<file path="src/logic/spsl_regs.svh">
`ifndef SPSL_REGS_SVH
`define SPSL_REGS_SVH

// Command word layout: bit 15 read flag, 14..8 address, 7..0 data
`define SPSL_WORD_BITS      16
`define SPSL_CMD_READ_BIT   15
`define SPSL_PORT_ADDR_LAST 7'h09
`define SPSL_CFG_ADDR       7'h10
`define SPSL_CFG_RUN_BIT    0
`define SPSL_CFG_PIN_BIT    1
`define SPSL_FIFO_DEPTH     16
`define SPSL_NUM_PORTS      10

`endif

</file>
<file path="src/logic/spsl_pkg.sv">
package spsl_pkg;

  typedef struct packed {
    logic       rd;
    logic [6:0] addr;
    logic [7:0] data;
  } spsl_cmd_t;

  typedef enum logic {
    SPSL_PIN_DOUT,
    SPSL_PIN_OSC
  } spsl_pin_mode_t;

endpackage : spsl_pkg

</file>
<file path="src/logic/spsl_fifo.sv">
module spsl_fifo #(
  parameter int WIDTH = 16,
  parameter int DEPTH = 16
) (
  input  wire logic             i_clock,
  input  wire logic             i_sys_rst,
  input  wire logic             i_in_valid,
  output logic                  o_in_ready,
  input  wire logic [WIDTH-1:0] i_in_data,
  output logic                  o_out_valid,
  input  wire logic             i_out_ready,
  output logic      [WIDTH-1:0] o_out_data
);

  localparam int AW = $clog2(DEPTH);

  logic [WIDTH-1:0] mem_reg [DEPTH];
  logic [AW-1:0]    wr_ptr_reg;
  logic [AW-1:0]    rd_ptr_reg;
  logic [AW:0]      count_reg;
  logic             push;
  logic             pop;

  assign o_in_ready  = (count_reg != (AW+1)'(DEPTH));
  assign o_out_valid = (count_reg != '0);
  assign push        = i_in_valid && o_in_ready;
  assign pop         = o_out_valid && i_out_ready;
  assign o_out_data  = mem_reg[rd_ptr_reg];

  always_ff @(posedge i_clock) begin
    if (push) begin
      mem_reg[wr_ptr_reg] <= i_in_data;
    end
  end

  // Pointers wrap by hand so DEPTH need not be a power of two
  always_ff @(posedge i_clock) begin
    if (i_sys_rst) begin
      wr_ptr_reg <= '0;
      rd_ptr_reg <= '0;
    end else begin
      if (push) begin
        wr_ptr_reg <= (wr_ptr_reg == AW'(DEPTH-1)) ? '0 : wr_ptr_reg + 1'b1;
      end
      if (pop) begin
        rd_ptr_reg <= (rd_ptr_reg == AW'(DEPTH-1)) ? '0 : rd_ptr_reg + 1'b1;
      end
    end
  end

  always_ff @(posedge i_clock) begin
    if (i_sys_rst) begin
      count_reg <= '0;
    end else if (push && !pop) begin
      count_reg <= count_reg + 1'b1;
    end else if (pop && !push) begin
      count_reg <= count_reg - 1'b1;
    end
  end

endmodule : spsl_fifo

</file>
<file path="src/logic/spsl_top.sv">
`include "spsl_regs.svh"

// How it works
// Each serial clock rise with select low shifts data input into 16-bit register.
// Serial data output changes only on serial clock falling edges.
// Serial clock edges are ignored while chip select is high.
// Chip select rise latches the last 16 shifted bits as one command.
// Each input bit appears at the data output 15.5 serial clocks later.
// Host supplies an external PWM clock no faster than 100 kHz.
// Dual-function pin works as data output or PWM clock input by config.
// Power-up pin function is fixed per variant by a parameter.
// After power-up all ten ports are high impedance until programmed.
// The block leaves power-up in shutdown.
// Host selects data output mode when reading ports or checking writes.
// Clearing the config run bit enters shutdown; setting it leaves shutdown.
// Each chip select rise while the queue has room hands exactly one latched word to register logic; a full queue drops it.
module spsl_top
  import spsl_pkg::*;
#(
  parameter bit OSC_DEFAULT = 1'b0,
  parameter int WORD_BITS   = `SPSL_WORD_BITS,
  parameter int FIFO_DEPTH  = `SPSL_FIFO_DEPTH,
  parameter int NUM_PORTS   = `SPSL_NUM_PORTS
) (
  input  wire logic                 i_clock,
  input  wire logic                 i_sys_rst,
  input  wire logic                 i_sclk,
  input  wire logic                 i_cs_n,
  input  wire logic                 i_din,
  input  wire logic                 i_dual_function_pin,
  output logic                      o_dual_function_pin,
  output logic                      o_dual_function_pin_oe,
  output logic                      o_pwm_clock_tick,
  output logic                      o_cmd_valid,
  input  wire logic                 i_cmd_ready,
  output spsl_cmd_t                 o_cmd,
  output logic                      o_cmd_room,
  output logic                      o_shutdown,
  output logic      [NUM_PORTS-1:0] o_io_ports_hiz
);

  // Synchronisers: stage 0 is read only by stage 1
  logic [2:0]           sclk_sync_reg;
  logic [2:0]           cs_sync_reg;
  logic [1:0]           din_sync_reg;
  logic [2:0]           osc_sync_reg;

  logic                 sclk_rise;
  logic                 sclk_fall;
  logic                 cs_n_s;
  logic                 cs_rise;
  logic                 din_s;

  logic [WORD_BITS-1:0] shift_reg;
  logic                 dout_reg;
  spsl_pin_mode_t       pin_mode_reg;
  logic                 shutdown_reg;
  logic [NUM_PORTS-1:0] hiz_reg;
  logic                 tick_reg;

  logic                 fifo_in_ready;
  logic [WORD_BITS-1:0] fifo_out_data;
  logic                 cmd_fire;
  logic                 cfg_write;

  function automatic logic is_write_to(input spsl_cmd_t c, input logic [6:0] a);
    return !c.rd && (c.addr == a);
  endfunction : is_write_to

  always_ff @(posedge i_clock) begin
    if (i_sys_rst) begin
      sclk_sync_reg <= 3'h0;
      cs_sync_reg   <= 3'h7;
      din_sync_reg  <= 2'h0;
      osc_sync_reg  <= 3'h0;
    end else begin
      sclk_sync_reg <= {sclk_sync_reg[1:0], i_sclk};
      cs_sync_reg   <= {cs_sync_reg[1:0], i_cs_n};
      din_sync_reg  <= {din_sync_reg[0], i_din};
      osc_sync_reg  <= {osc_sync_reg[1:0], i_dual_function_pin};
    end
  end

  assign sclk_rise = sclk_sync_reg[1] && !sclk_sync_reg[2];
  assign sclk_fall = !sclk_sync_reg[1] && sclk_sync_reg[2];
  assign cs_n_s    = cs_sync_reg[1];
  assign cs_rise   = cs_sync_reg[1] && !cs_sync_reg[2];
  assign din_s     = din_sync_reg[1];

  // Older bits simply fall off the top, so only the last word survives
  always_ff @(posedge i_clock) begin
    if (i_sys_rst) begin
      shift_reg <= '0;
    end else if (sclk_rise && !cs_n_s) begin
      shift_reg <= {shift_reg[WORD_BITS-2:0], din_s};
    end
  end

  // Top bit goes out half a clock after it arrives there
  always_ff @(posedge i_clock) begin
    if (i_sys_rst) begin
      dout_reg <= 1'b0;
    end else if (sclk_fall && !cs_n_s) begin
      dout_reg <= shift_reg[WORD_BITS-1];
    end
  end

  // Commands are queued; a full queue drops the word, o_cmd_room warns the host
  spsl_fifo #(
    .WIDTH (WORD_BITS),
    .DEPTH (FIFO_DEPTH)
  ) u_fifo (
    .i_clock     (i_clock),
    .i_sys_rst   (i_sys_rst),
    .i_in_valid  (cs_rise),
    .o_in_ready  (fifo_in_ready),
    .i_in_data   (shift_reg),
    .o_out_valid (o_cmd_valid),
    .i_out_ready (i_cmd_ready),
    .o_out_data  (fifo_out_data)
  );

  assign o_cmd      = spsl_cmd_t'(fifo_out_data);
  assign o_cmd_room = fifo_in_ready;
  assign cmd_fire   = o_cmd_valid && i_cmd_ready;
  assign cfg_write  = cmd_fire && is_write_to(o_cmd, `SPSL_CFG_ADDR);

  always_ff @(posedge i_clock) begin
    if (i_sys_rst) begin
      pin_mode_reg <= OSC_DEFAULT ? SPSL_PIN_OSC : SPSL_PIN_DOUT;
    end else if (cfg_write) begin
      pin_mode_reg <= o_cmd.data[`SPSL_CFG_PIN_BIT] ? SPSL_PIN_OSC : SPSL_PIN_DOUT;
    end
  end

  always_ff @(posedge i_clock) begin
    if (i_sys_rst) begin
      shutdown_reg <= 1'b1;
    end else if (cfg_write) begin
      shutdown_reg <= !o_cmd.data[`SPSL_CFG_RUN_BIT];
    end
  end

  // A port leaves high impedance only once its own register is written
  always_ff @(posedge i_clock) begin
    if (i_sys_rst) begin
      hiz_reg <= '1;
    end else if (cmd_fire && !o_cmd.rd && (o_cmd.addr <= `SPSL_PORT_ADDR_LAST)) begin
      hiz_reg[o_cmd.addr[3:0]] <= 1'b0;
    end
  end

  // Pulse per external PWM clock rise; the host keeps it no faster than 100 kHz
  always_ff @(posedge i_clock) begin
    if (i_sys_rst) begin
      tick_reg <= 1'b0;
    end else begin
      tick_reg <= (pin_mode_reg == SPSL_PIN_OSC) && osc_sync_reg[1] && !osc_sync_reg[2];
    end
  end

  assign o_dual_function_pin    = dout_reg;
  assign o_dual_function_pin_oe = (pin_mode_reg == SPSL_PIN_DOUT);
  assign o_pwm_clock_tick       = tick_reg;
  assign o_shutdown             = shutdown_reg;
  assign o_io_ports_hiz         = hiz_reg;

  // Checks

  a_shift_on_rise: assert property (@(posedge i_clock) disable iff (i_sys_rst)
    sclk_rise && !cs_n_s |=> shift_reg == {$past(shift_reg[WORD_BITS-2:0]), $past(din_s)})
    else $error("shift register did not take data on serial clock rise");

  a_hold_cs_high: assert property (@(posedge i_clock) disable iff (i_sys_rst)
    cs_n_s |=> shift_reg == $past(shift_reg) && dout_reg == $past(dout_reg))
    else $error("serial state changed while chip select high");

  a_dout_only_fall: assert property (@(posedge i_clock) disable iff (i_sys_rst)
    !(sclk_fall && !cs_n_s) |=> $stable(dout_reg))
    else $error("data output changed outside a falling edge");

  a_dout_top_bit: assert property (@(posedge i_clock) disable iff (i_sys_rst)
    sclk_fall && !cs_n_s |=> dout_reg == $past(shift_reg[WORD_BITS-1]))
    else $error("data output is not the oldest shifted bit");

  a_cmd_latch: assert property (@(posedge i_clock) disable iff (i_sys_rst)
    cs_rise && fifo_in_ready && !o_cmd_valid |=> o_cmd_valid && fifo_out_data == $past(shift_reg))
    else $error("latched command differs from shift register");

  a_one_per_cs: assert property (@(posedge i_clock) disable iff (i_sys_rst)
    cs_rise && fifo_in_ready && !cmd_fire
    |=> u_fifo.count_reg == $past(u_fifo.count_reg) + 1'b1)
    else $error("chip select rise did not queue exactly one command");

  a_full_drop: assert property (@(posedge i_clock) disable iff (i_sys_rst)
    cs_rise && !fifo_in_ready && !cmd_fire |=> $stable(u_fifo.count_reg))
    else $error("word queued although command queue was full");

  a_cmd_hold: assert property (@(posedge i_clock) disable iff (i_sys_rst)
    o_cmd_valid && !i_cmd_ready |=> o_cmd_valid && $stable(o_cmd))
    else $error("queued command changed before it was accepted");

  a_pin_mode_cause: assert property (@(posedge i_clock) disable iff (i_sys_rst)
    $changed(o_dual_function_pin_oe) |-> $past(cfg_write))
    else $error("pin function changed without config write");

  a_reset_pin_mode: assert property (@(posedge i_clock)
    $past(i_sys_rst) && !i_sys_rst |-> o_dual_function_pin_oe == !OSC_DEFAULT)
    else $error("wrong power-up pin function");

  a_reset_state: assert property (@(posedge i_clock)
    $past(i_sys_rst) && !i_sys_rst |-> o_shutdown && (&o_io_ports_hiz))
    else $error("power-up not in shutdown with ports high impedance");

  a_hiz_cause: assert property (@(posedge i_clock) disable iff (i_sys_rst)
    $changed(o_io_ports_hiz) |-> $past(cmd_fire) && !$past(o_cmd.rd))
    else $error("port left high impedance without a write");

  a_run_bit: assert property (@(posedge i_clock) disable iff (i_sys_rst)
    cfg_write |=> o_shutdown == !$past(o_cmd.data[`SPSL_CFG_RUN_BIT]))
    else $error("shutdown does not follow run bit");

  // A tick may only come from a rise seen while the pin was an input
  a_tick_mode: assert property (@(posedge i_clock) disable iff (i_sys_rst)
    o_pwm_clock_tick |-> $past(pin_mode_reg) == SPSL_PIN_OSC)
    else $error("PWM clock tick outside clock input mode");

  a_shutdown_cause: assert property (@(posedge i_clock) disable iff (i_sys_rst)
    $changed(o_shutdown) |-> $past(cfg_write))
    else $error("shutdown changed without config write");

  c_cs_rise: cover property (@(posedge i_clock) disable iff (i_sys_rst) cs_rise);
  c_leave_shutdown: cover property (@(posedge i_clock) disable iff (i_sys_rst)
    cfg_write ##1 !o_shutdown);
  c_fifo_full: cover property (@(posedge i_clock) disable iff (i_sys_rst) !fifo_in_ready);
  c_osc_tick: cover property (@(posedge i_clock) disable iff (i_sys_rst) o_pwm_clock_tick);
  c_fifo_drop: cover property (@(posedge i_clock) disable iff (i_sys_rst)
    cs_rise && !fifo_in_ready);

endmodule : spsl_top

</file>
<file path="config.mk">
export PLATFORM = sky130hd
export DESIGN_NAME = spsl_top
export DESIGN_NICKNAME = d
export VERILOG_FILES = /design/src/logic/spsl_pkg.sv /design/src/logic/spsl_fifo.sv /design/src/logic/spsl_top.sv
export VERILOG_INCLUDE_DIRS = /design/src /design/src/logic
export SDC_FILE = /design/constraint.sdc
export NUM_CORES = 1
export LEC_CHECK = 0
export ABC_AREA = 1
export BUFFER_PORTS_ARGS = -buffer_cell sky130_fd_sc_hd__buf_4
export CORE_MARGIN = 1
export CORE_UTILIZATION = 29
export DETAILED_ROUTE_END_ITERATION = 7
export GPL_TIMING_DRIVEN = 0
export SLEW_MARGIN = 10
export SYNTH_ARGS = -nofsm -noshare
export SYNTH_HDL_FRONTEND = slang
export SYNTH_SLANG_ARGS = --single-unit
</file>
<file path="constraint.sdc">
create_clock -name i_clock -period 2.93 [get_ports i_clock]
set_clock_uncertainty 0.1 [all_clocks]
set_input_delay 0.293 -clock i_clock [delete_from_list [all_inputs] [get_ports i_clock]]
set_output_delay 0.293 -clock i_clock [all_outputs]
set_load 0.03 [all_outputs]
</file>
Word-level counts from Yosys, hierarchy flattened

Memories as Yosys holds them, arrays and structs flattened. A register that Yosys moved wholly into a read port is not among the register bits.
Cells that the tools add are included.

Reduce and logical (&&, ||, !) cells: 27
Magnitude comparators: 3
Divide/modulo/power cells: 0
Muxes and demuxes: 11
Add/subtract/negate cells: 4
Bitwise logic cells: 3
Shifts and indexed selects: 0
Multiply operators: 0
Equal/unequal tests: 4

Operators by type and width:

| cell                                                            | count |
|---|---|
| logical AND 1 bit                                               | 16 |
| two-way mux 4 bit                                               | 4 |
| bitwise AND 10 bit                                              | 1 |
| two-way mux 5 bit                                               | 2 |
| inverter 10 bit                                                 | 1 |
| logical NOT 1 bit                                               | 9 |
| adder 4 x 1 -> 4 bit (second input constant)                    | 2 |
| equality test 4 bit (second input constant)                     | 2 |
| equality test 7 x 5 -> 1 bit (second input constant)            | 1 |
| less-or-equal comparator 7 x 4 -> 1 bit (second input constant) | 1 |
| adder 5 x 1 -> 5 bit (second input constant)                    | 1 |
| less-than comparator 4 x 5 -> 1 bit (second input constant)     | 1 |
| inequality test 5 bit (second input constant)                   | 1 |
| nonzero test 5 bit                                              | 1 |
| subtractor 5 x 1 -> 5 bit (second input constant)               | 1 |
| demux 1 bit (select 4 bit)                                      | 1 |
| >= comparator 4 x 1 -> 1 bit (second input constant)            | 1 |
| two-way mux 1 bit                                               | 4 |
| nonzero test 2 bit                                              | 1 |
| inverter 1 bit                                                  | 1 |

ROM bits: 0
Input port bits: 7
RAM bits: 256
Flip-flop bits (word level): 54
Memories kept: 1
Bits in latches: 0
Output and inout port bits: 32

Memories:

| name           | words | width | read ports | clocked after Yosys merged registers in | wr ports | RTL line        | source |
|---|---|---|---|---|---|---|---|
| u_fifo.mem_reg | 16    | 16    | 1          | 1                                       | 1        | spsl_fifo.sv:17 | `logic [WIDTH-1:0] mem_reg [DEPTH];` |

Depth between registers and ports, before layout

Gate-level depths: netlist (run 1).

Depth after elaboration: 7
Mapped depth: 15
Gate-level depth less buffers: 14

By module

Synthesis (run 1) repeated with hierarchy kept, for this count alone.

Cells, all modules: 1297
Area, all modules: 13136.3 um2

Modules (own cells, without submodules):

| module    | seq. area each (um2) | times used | cells each | area each (um2) |
|---|---|---|---|---|
| spsl_fifo | 8027.7               | 1          | 1097       | 11622.4 |
| spsl_top  | 820.8                | 1          | 200        | 1514.0 |

Worst setup path before layout (run 1)

Ideal clock, no wire load.

Path kind: register to register
From: register u_fifo.count_reg[0]
To: register u_fifo.count_reg[4]
Setup slack: 150 ps
Buffers on the path: 0
Arrival: 2561 ps
Stages on the path, launching flop included: 15
Setup time: 119 ps
Cells stage by stage: dfxtp_1 nor4_1 nand2_1 nand2_1 inv_1 ha_1 inv_1 ha_1 a21o_1 a21oi_1 nor2_1 nor2_1 nand2_1 o21ai_0 a21oi_1

Longest elaborated chain between the ends: 5

Ends and longest elaborated chain:

| item                         | RTL line        | source |
|---|---|---|
| start: declaration           | spsl_fifo.sv:20 | `logic [AW:0] count_reg;` |
| start signal: assignment     | spsl_fifo.sv:55 | `count_reg <= count_reg + 1'b1;` |
| start signal: assignment     | spsl_fifo.sv:57 | `count_reg <= count_reg - 1'b1;` |
| inequality test 5 bit (*)    | spsl_fifo.sv:24 | `assign o_in_ready = (count_reg != (AW+1)'(DEPTH));` |
| net o_cmd_room               | spsl_top.sv:37  | `output logic o_cmd_room,` |
| logical AND 1 bit (*)        | spsl_fifo.sv:26 | `assign push = i_in_valid && o_in_ready;` |
| net u_fifo.push              | spsl_fifo.sv:21 | `logic push;` |
| logical NOT 1 bit            | spsl_fifo.sv:56 | `end else if (pop && !push) begin` |
| logical AND 1 bit            | spsl_fifo.sv:56 |  |
| nonzero test 2 bit (no line) | --              |  |

Mark *: on every way through the listed nets, which the timed path passes. The rest lies on a longest branch. The select of a mux whose other input is x is not followed.
A chain may end at the register's enable or synchronous reset.

==> results of run 1 <==
area by class of cell:
type / instances / area share
Multi-Input combinational cell: 659 / 0.217
Clock buffer: 35 / 0.0530
Timing Repair Buffer: 52 / 0.0333
Buffer: 54 / 0.0266
Inverter: 101 / 0.0254
Sequential cell: 314 / 0.586
Clock inverter: 21 / 0.0108
Tap cell: 585 / 0.0484
worst register-to-register path: stages (launching register included):
cell	delay (ps)
dfxtp_1	380
nor4_4	330
nand2_1	180
nand2_4	140
inv_1	120
ha_1	240
inv_1	140
ha_1	300
a21o_1	200
a21oi_1	170
nor2_1	60
nor2_1	80
nand2_1	70
o21ai_0	140
a21oi_1	50
worst paths after layout:
kind / from / endpoint / slack [ps] / depth (start not counted)
hold reg to reg: osc_sync_reg[2] / o_pwm_clock_tick / 300 / 1
setup reg to reg: u_fifo.count_reg[0] / u_fifo.count_reg[4] / 120 / 14
setup / recovery: flip-flop / o_cmd[1] / 70 / 7
hold / removal: i_cmd_ready / u_fifo.rd_ptr_reg[0] / 100 / 4
per-layer routing:
layer	vias up	global-route usage	wire, um
met5	-	0	0
met4	0	0.0510	758
met3	46	0.0172	2380
met2	340	0.250	16300
met1	4227	0.197	13900
li1	4066	-	-
cell usage after synthesis, types with 3 or more instances:
master	instances
edfxtp_1	256
nand2_1	214
nor2_1	143
inv_1	95
o21ai_0	94
nand3_1	85
dfxtp_1	58
a21oi_1	25
o221ai_1	24
clkbuf_1	21
buf_2	19
o21ai_1	13
buf_6	10
ha_1	9
o211ai_1	9
o22ai_1	8
buf_4	6
clkinv_1	3
nor2_4	3
nor3_1	3
nor4_1	3
or2_2	3
xor2_1	3
cells in the final DEF (no fill, tap or decap), types with 3 or more instances in the layout:
master         Yosys  final
a21oi_1           25     25
buf_16             0      3
buf_2             19      9
buf_4              6     44
buf_6             10     18
buf_8              0      6
clkbuf_1          21     11
clkbuf_16          0     31
clkbuf_2           0      9
clkinv_1           3      9
clkinv_2           0      9
dfxtp_1           58     58
dlygate4sd3_1      0      6
edfxtp_1         256    256
ha_1               9      9
inv_1             95     95
nand2_1          214    211
nand2_2            2      4
nand3_1           85     85
nor2_1           143    127
nor2_2             2     10
nor2_4             3     11
nor3_1             3      3
o211ai_1           9      9
o21ai_0           94     94
o21ai_1           13     13
o221ai_1          24     24
o22ai_1            8      8
or2_2              3      3
xor2_1             3      3
where the power goes:
group          internal [mW]  total, mW  switching [mW]
combinational           1.18       3.58            2.40
sequential              4.85       4.94          0.0922
clock                   2.13       3.78            1.64
total                   8.16       12.3            4.14
through the flow:
step / worst slack [ps] / hold WS [ps] / instances / setup TNS, ps
global route: -47.0 / 101 / 1821 / -76.8
detailed placement: -89.5 / 289 / 1762 / -89.5
global placement: -421 / 285 / 1754 / -75430
floorplan: 150 / 270 / 1131 / 0
finish: 65.4 / 98.0 / 1821 / 0
CTS: 0.490 / 207 / 1823 / 0
kinds of logic (layout without fill, tap and decap cells):
kind of cell             after synthesis  after routing  synth area share
AO/OA/AOI/OAI                        180            180            0.0819
XOR/XNOR                               4              4           0.00275
adder cells (fa/ha/maj)               10             10            0.0104
buffers and inverters                158            263            0.0565
flip-flops                           314            314             0.695
AND/OR/NAND/NOR                      465            465             0.154
what timing repair did:
action | in CTS | in global routing
gates resized for setup | 28 | 13
hold endpoints to repair | 8 | 0
hold buffers | 6 | 0
setup endpoints to repair | 11 | 10
pin swaps | 0 | 1
==> impl_results.md, run 1 <==
- Hold Vio Cnt, Final: 0
- Worst skew pair latency: 550 ps
- Area share of the largest cell type after synthesis: 0.604
- Slew @ Worst Pin: 835 ps
- DRT iter0 DRCs: 918
- Max_cap viols: 0
- Pleak: 5.44 nW
- Mapped Cells: 1131
- Final Cell Area: 15100 um2
- Die height: 212 um
- Num rows: 76
- Syn_area_per_cell: 11.3 um2
- GPL Wtd Cong: 0.818
- Ys async rst share: 0
- Crit path time final: 2860 ps
- Final Core Density: 0.350
- Post-DP HPWL: 21000 um
- Crit path kind: flip-flop to primary output
- Number of synthesis warnings: 0
- Post-CTS Setup Bufs: 0
- Chip width: 212 um
- Total track usage: 0.148
- Pre-antenna DRT Iters: 5
- Yosys cell types: 40
- Fillcell total: 4266
- First-pass GRT wire length: 49700 um
- Placed Area: 14000 um2
- F_max: 349 MHz
- Critical Path RT: 2540 ps
- HP Class: input port to flip-flop
- Register area share after synthesis: 0.695
- RSZ-0062 raised after global routing: true
- H-tree depth: 1
- Design Power: 12.3 mW
- Sequential Area: between 8000 and 9000 um2
- Synth area leader: edfxtp_1
- Via Count: 8679
- Clock slew at reported path FFs: 60 ps
- Drt drc: 0
- Clk root buf: clkbuf_16
- Wire per inst: 18.3 um
- CTS tree: done
- Buf/Inv on CP: 4
- Max Root-Sink Buffers: 3
- Crit path largest cell delay: 360 ps
- Worst setup EP type: primary output
- Synthesis-to-layout area growth: 18.6%
- Starting Density: 0.295
- Outcome: finished clean
- Vias in the first global route: a little over 8000
- Worst path cell trace: clkinv_1 > buf_2 > clkbuf_2 > o221ai_1 > nand3_1 > nand2_2 > buf_4
- Post-route ant nets: 0
- CP Data Arrival Time: 2470 ps
- GR Overflow Total: 0
- Top cells by area, synth: edfxtp_1, dfxtp_1, nand2_1, nor2_1, o21ai_0
- Inserted Clock Buffers: 30
- Total Wirelength: roughly 33000 um
- Startpoint Class: flip-flop
- Slew margin rel.: 0.442
- Antenna diodes: 0
- Core Area: 43200 um2
- Final period utilization: 0.978
- Nets: 1229
- Port Buf Inserts: 38
- Max reg flops: 256
- Post-synthesis cell area: approximately 13000 um2
- Post-synth EDFFs: 256
- Crit-path leading delay family: buffers and inverters
- Top_reg_cell synth: edfxtp_1
- Largest net degree at the start of global routing: 19
- Share of post-route cells with drive strength above 1: 0.143
- Die Footprint: 44800 um2
- Footprint of the multi-input gates: 3280 um2
- Critical Path Fanout Max: 10
- Final setup violation count: 0
- Worst VDD drop: 0.354 mV
- I/O pins: 39
- Cell Pwr Density: 814 nW/um2
- Slew Limit Fails: 0
- CP max stage cell: dfxtp_1
- Initial antenna violation count: 0
- Clock sinks: 314
- Number of synthesized register bits: 314
- Vias per cell: approximately 4.8
- Syn_nets: 1148
Power figures use the tool's default switching activity.
==> run 2: changes to the inputs <==
--- a/config.mk
+++ b/config.mk
@@ -8,6 +8,8 @@
 export LEC_CHECK = 0
 export ABC_AREA = 1
 export BUFFER_PORTS_ARGS = -buffer_cell sky130_fd_sc_hd__buf_4
+export CAP_MARGIN = 20
+export CORE_ASPECT_RATIO = 0.7
 export CORE_MARGIN = 1
 export CORE_UTILIZATION = 29
 export DETAILED_ROUTE_END_ITERATION = 7
==> run 2 against run 1 <==
  * Sequential cell count stayed put
  * Register-to-register slack better by 60 ps
  * Global-route usage rose by 0.38 points
  * Critical endpoint is now o_cmd[12]
  * Highest routed layer unchanged
  * Core utilization grew 0.25 points
  * Largest cell class unchanged
==> impl_results.md, run 2 (same netlist as run 1, synthesis figures left out) <==
- Hold Path Sink: o_pwm_clock_tick
- HP Class: flip-flop to flip-flop
- Worst skew pair latency: 580 ps
- F_max: roughly 350 MHz
- Crit path time final: about 2800 ps
- Final setup violation count: 0
- CTS tree: done
- Crit path kind: flip-flop to primary output
- Total Wirelength: between 30000 and 40000 um
- Starting Density: 0.298
- Worst R2R End: u_fifo.count_reg[4]
- H-tree depth: 1
- Outcome: finished clean
- Critical Path Fanout Max: 10
- Pleak: around 5.4 nW
- Post-DP HPWL: 21800 um
- Worst VDD drop: around 0.44 mV
- Total track usage: 0.152
- Chip width: 252 um
- GPL Wtd Cong: 0.818
- Hold Vio Cnt, Final: 0
- Fillcell total: 4184
- Max Root-Sink Buffers: 3
- Cells on worst reg2reg path: 14
- # placed instances: 1760
- Share of post-route cells with drive strength above 1: 0.142
- Clock slew at reported path FFs: 60 ps
- Num rows: 63
- Max_cap viols: 0
- Max reg flops: about 260
- Final hold slack: 287 ps
- Vias per cell: 4.75
- Wire per inst: 18.9 um
- Nets: 1229
- Met1 wire length: 16500 um
- Post-CTS Setup Bufs: 0
- Die height: 177 um
- Clk root buf: clkbuf_16
- Hold depth: 1
- First-pass GRT wire length: 50400 um
- Launch point of the worst reg-to-reg path: u_fifo.count_reg[1]
- Antenna diodes: 0
- DRT iter0 DRCs: between 1000 and 1500
- Slew Limit Fails: 0
- Clock sinks: 314
- Commonest non-fill, non-tap cell in the layout: edfxtp_1
- CP Data Arrival Time: between 2000 and 2500 ps
- Startpoint Class: flip-flop
- Commonest cells after routing, fill and taps aside: edfxtp_1, nand2_1, nor2_1
- Uppermost layer routed: met4
- Synthesis-to-layout area growth: 18.5%
- Metal2 WL: 14500 um
- Critical Path RT: 2540 ps
- Cell Pwr Density: 822 nW/um2
- Post-route ant nets: 0
- Slew @ Worst Pin: between 900 and 1000 ps
- Final period utilization: 0.964
- I/O pins: 39
- Port Buf Inserts: 38
- Vias in the first global route: around 8100
- Core Area: ~43000 um2
- Met3 wire length: 2940 um
- Drt drc: 0
- Fin cells: 1821
- Worst setup EP type: primary output
- Largest net degree at the start of global routing: 20
- Die Footprint: 44800 um2
- Initial antenna violation count: 0
- Via Count: roughly 8700
- Worst Min Path Start: osc_sync_reg[2]
- Inserted Clock Buffers: 31
- Slew margin rel.: 0.397
- GR Overflow Total: 0
- Placed Area: 14000 um2
- Pre-antenna DRT Iters: 5
- Final Cell Area: 15100 um2
- R2R Setup Slk: around 180 ps
==> run 2: metrics by stage <==
step	setup slack [ps]	total power, mW	util	TNS [ps]
6_report	106	12.4	0.353	0
5_1_grt	-0.689	12.9	0.353	-0.689
4_1_cts	4.82	12.4	0.352	0
3_5_place_dp	-86.7	8.49	0.326	-86.7
3_3_place_gp	-430	8.45	0.321	-76720
2_1_floorplan	150	7.31	-	0
==> run 2: routing by layer <==
layer	vias up	global-route usage
met5	-	0
met4	0	0.0361
met3	40	0.0371
met2	328	0.212
met1	4221	0.232
li1	4063	-
==> run 2: worst max-delay path: stages, from the launching register on <==
cell and delay (ps):
dfxtp_1 410, clkbuf_1 570, nor2_1 110, o21ai_0 130, nand3_1 100, nand3_1 80
nand2_1 200, buf_4 240
==> run 2: where the power goes <==
part | switching (mW) | internal [mW]
Clock | 1.67 | 2.19
Sequential | 0.0926 | 4.85
Combinational | 2.44 | 1.16
==> run 2: area by class of cell <==
| type | instances | area [um2] | share of cell area |
|---|---|---|---|
| well taps | 585 | 732 | 0.0485 |
| inverters | 101 | 388 | 0.0257 |
| plain buffers | 54 | 385 | 0.0255 |
| clock buffers | 44 | 887 | 0.0588 |
| flip-flops and latches | 314 | 8850 | 0.586 |
| clock inverters | 13 | 88.8 | 0.00589 |
| repair buffers | 51 | 467 | 0.0309 |
| multi-input cells | 659 | 3290 | 0.218 |
==> run 2: worst max path at each step <==
stage          cells past startpoint  slack, ps           startpoint                   end
2_1_floorplan                     14        150  u_fifo.count_reg[0]   u_fifo.count_reg[4]
3_3_place_gp                       6       -430  u_fifo.count_reg[0]  u_fifo.mem_reg[4][3]
3_5_place_dp                      14        -90  u_fifo.count_reg[0]   u_fifo.count_reg[4]
4_1_cts                            7          5            flip-flop              o_cmd[3]
5_1_grt                            7       -0.7            flip-flop              o_cmd[3]
6_report                           7        110            flip-flop             o_cmd[12]
==> run 2: what timing repair did <==
item	4_1_cts	5_1_grt
resized for setup	28	21
pin swaps	1	2
setup endpoints to repair	11	11
endpoints found under the hold margin	8	1
hold buffers	6	1
cloned	0	0
==> run 3: changes to the inputs <==
==> constraint.sdc (replaced) <==
create_clock -name i_clock -period 2.6 [get_ports i_clock]
set_clock_uncertainty 0.1 [all_clocks]
set_input_delay 0.26 -clock i_clock [delete_from_list [all_inputs] [get_ports i_clock]]
set_output_delay 0.26 -clock i_clock [all_outputs]
set_load 0.03 [all_outputs]
==> run 3 against run 2 <==
  * Sequential cell count unchanged
  * Final cell count rose by 0.99%
  * Cell area is 2.5% higher
  * Setup slack got worse by 54 ps
  * Register-to-register slack worse by 20 ps
  * Clock power up 15%
  * Via count increased by 2.3%
  * Count of clock-buffer cells in the layout fell by 1
  * Core utilization up 0.89 points
  * Critical endpoint is now o_cmd[10]
==> impl_results.md, run 3 (same netlist as run 1, synthesis figures left out) <==
- Hold Vio Cnt, Final: 0
- Fillcell total: 4088
- Die height: between 150 and 200 um
- I/O pins: 39
- HP Class: flip-flop to flip-flop
- GPL Wtd Cong: 0.815
- Slew Limit Fails: 0
- Drt drc: 0
- Startpoint Class: flip-flop
- GR Overflow Total: 0
- Hold depth: 1
- R2R Setup Slk: 160 ps
- CP max stage cell: dfxtp_2
- Outcome: finished clean
- Crit path kind: flip-flop to primary output
- Commonest non-fill, non-tap cell in the layout: edfxtp_1
- Pre-CTS WS: -142 ps
- Die Footprint: 44800 um2
- Placed Area: 14000 um2
- Share of post-route cells with drive strength above 1: 0.174
- First-pass GRT wire length: ~50000 um
- Max reg flops: 256
- Design Power: 14.5 mW
- Critical Path Fanout Max: 12
- Initial antenna violation count: 0
- Antenna diodes: 0
- Cell Pwr Density: 940 nW/um2
- Post-route ant nets: 0
- Worst Min Path Start: osc_sync_reg[2]
- Crit path time final: 2550 ps
- Final setup violation count: 0
- Inserted Clock Buffers: 30
- Nets: 1247
- Slew @ Worst Pin: between 800 and 900 ps
- Largest net degree at the start of global routing: 20
- Clock sinks: approximately 310
- Launch point of the worst reg-to-reg path: u_fifo.count_reg[1]
- Slew margin rel.: 0.433
- Worst Slack Setup Final: roughly 50 ps
- Synthesis-to-layout area growth: 21.4%
- Via Count: 8855
- Critical Path RT: 2240 ps
- Core Area: ~43000 um2
- Cells on worst reg2reg path: 14
- H-tree depth: 1
- Worst VDD drop: between 0.4 and 0.5 mV
- Clock slew at reported path FFs: 60 ps
- Wire per inst: 18.6 um
- Worst skew pair latency: 550 ps
- Pre-antenna DRT Iters: 5
- Total track usage: 0.150
- Total Wirelength: 34200 um
- DRT iter0 DRCs: 1070
- Max Root-Sink Buffers: 3
- Worst path cell trace: buf_6 > buf_12 > buf_4 > nor2_1 > nor2_1 > o21ai_1 > nand3_1 > nand3_1 > nand2_4 > buf_4
- CP Data Arrival Time: 2190 ps
- Vias per cell: 4.82
- Crit path largest cell delay: 320 ps
- Final period utilization: 0.980
- RSZ-0062 raised after global routing: true
- Commonest cells after routing, fill and taps aside: edfxtp_1, nand2_1, nor2_1
- Chip width: 252 um
- Worst setup EP type: primary output
- Clk root buf: clkbuf_16
- Final Cell Area: about 15000 um2
- Port Buf Inserts: 38
- Pleak: 5.60 nW
- Max_cap viols: 0
- Num rows: 63
- Post-DP HPWL: 21400 um
- CTS tree: done
- F_max: slightly below 400 MHz
- Starting Density: 0.298
- Vias in the first global route: about 8000
==> run 3: cell type report <==
type,instances,area [um2],share of cell area
Sequential cell,314,8850,0.572
Multi-Input combinational cell,659,3340,0.216
Clock buffer,43,892,0.0577
Tap cell,585,732,0.0473
Timing Repair Buffer,70,628,0.0406
Buffer,54,513,0.0332
Inverter,101,389,0.0252
Clock inverter,13,119,0.00768
==> run 3: worst paths after layout <==
path / endpoint
worst max-delay path: o_cmd[10]
worst min-delay path: o_pwm_clock_tick
worst max register to register: u_fifo.count_reg[4]
worst min register to register: o_pwm_clock_tick
==> run 3: critical path: cells and delay by family (launching register included) <==
family	cells	cell delay, ps
compound gates	1	100
buf+inv	4	620
flops	1	320
simple gates	5	600
==> run 3: routing by layer <==
layer / share of wire / vias up / global-route usage
li1: - / 4111 / -
met1: 0.48 / 4326 / 0.234
met2: 0.43 / 367 / 0.218
met3: 0.081 / 51 / 0.0230
met4: 0.015 / 0 / 0.0270
met5: 0 / - / 0
==> run 3: repair_timing <==
action,CTS,global route
hold endpoints to repair,10,0
hold buffers,7,0
pin swaps,2,17
gates resized for setup,68,46
setup endpoints to repair,25,16
setup buffers,5,14
gates cloned,0,1
==> run 3: power breakdown <==
part	total (mW)	internal [mW]	switching, mW
registers	5.57	5.47	0.103
logic	4.54	1.68	2.86
clock network	4.44	2.58	1.86
total	14.5	9.73	4.81
==> run 3: per-stage QoR <==
| step | setup TNS [ps] | cells | utilization | hold WS, ps |
|---|---|---|---|---|
| floorplan | 0 | 1131 | - | 237 |
| global placement | -156410 | 1754 | 0.322 | 280 |
| detailed placement | -801 | 1759 | 0.326 | 288 |
| CTS | 0 | 1824 | 0.356 | 298 |
| global route | -73.5 | 1839 | 0.361 | 308 |
| finish | 0 | 1839 | 0.361 | 299 |
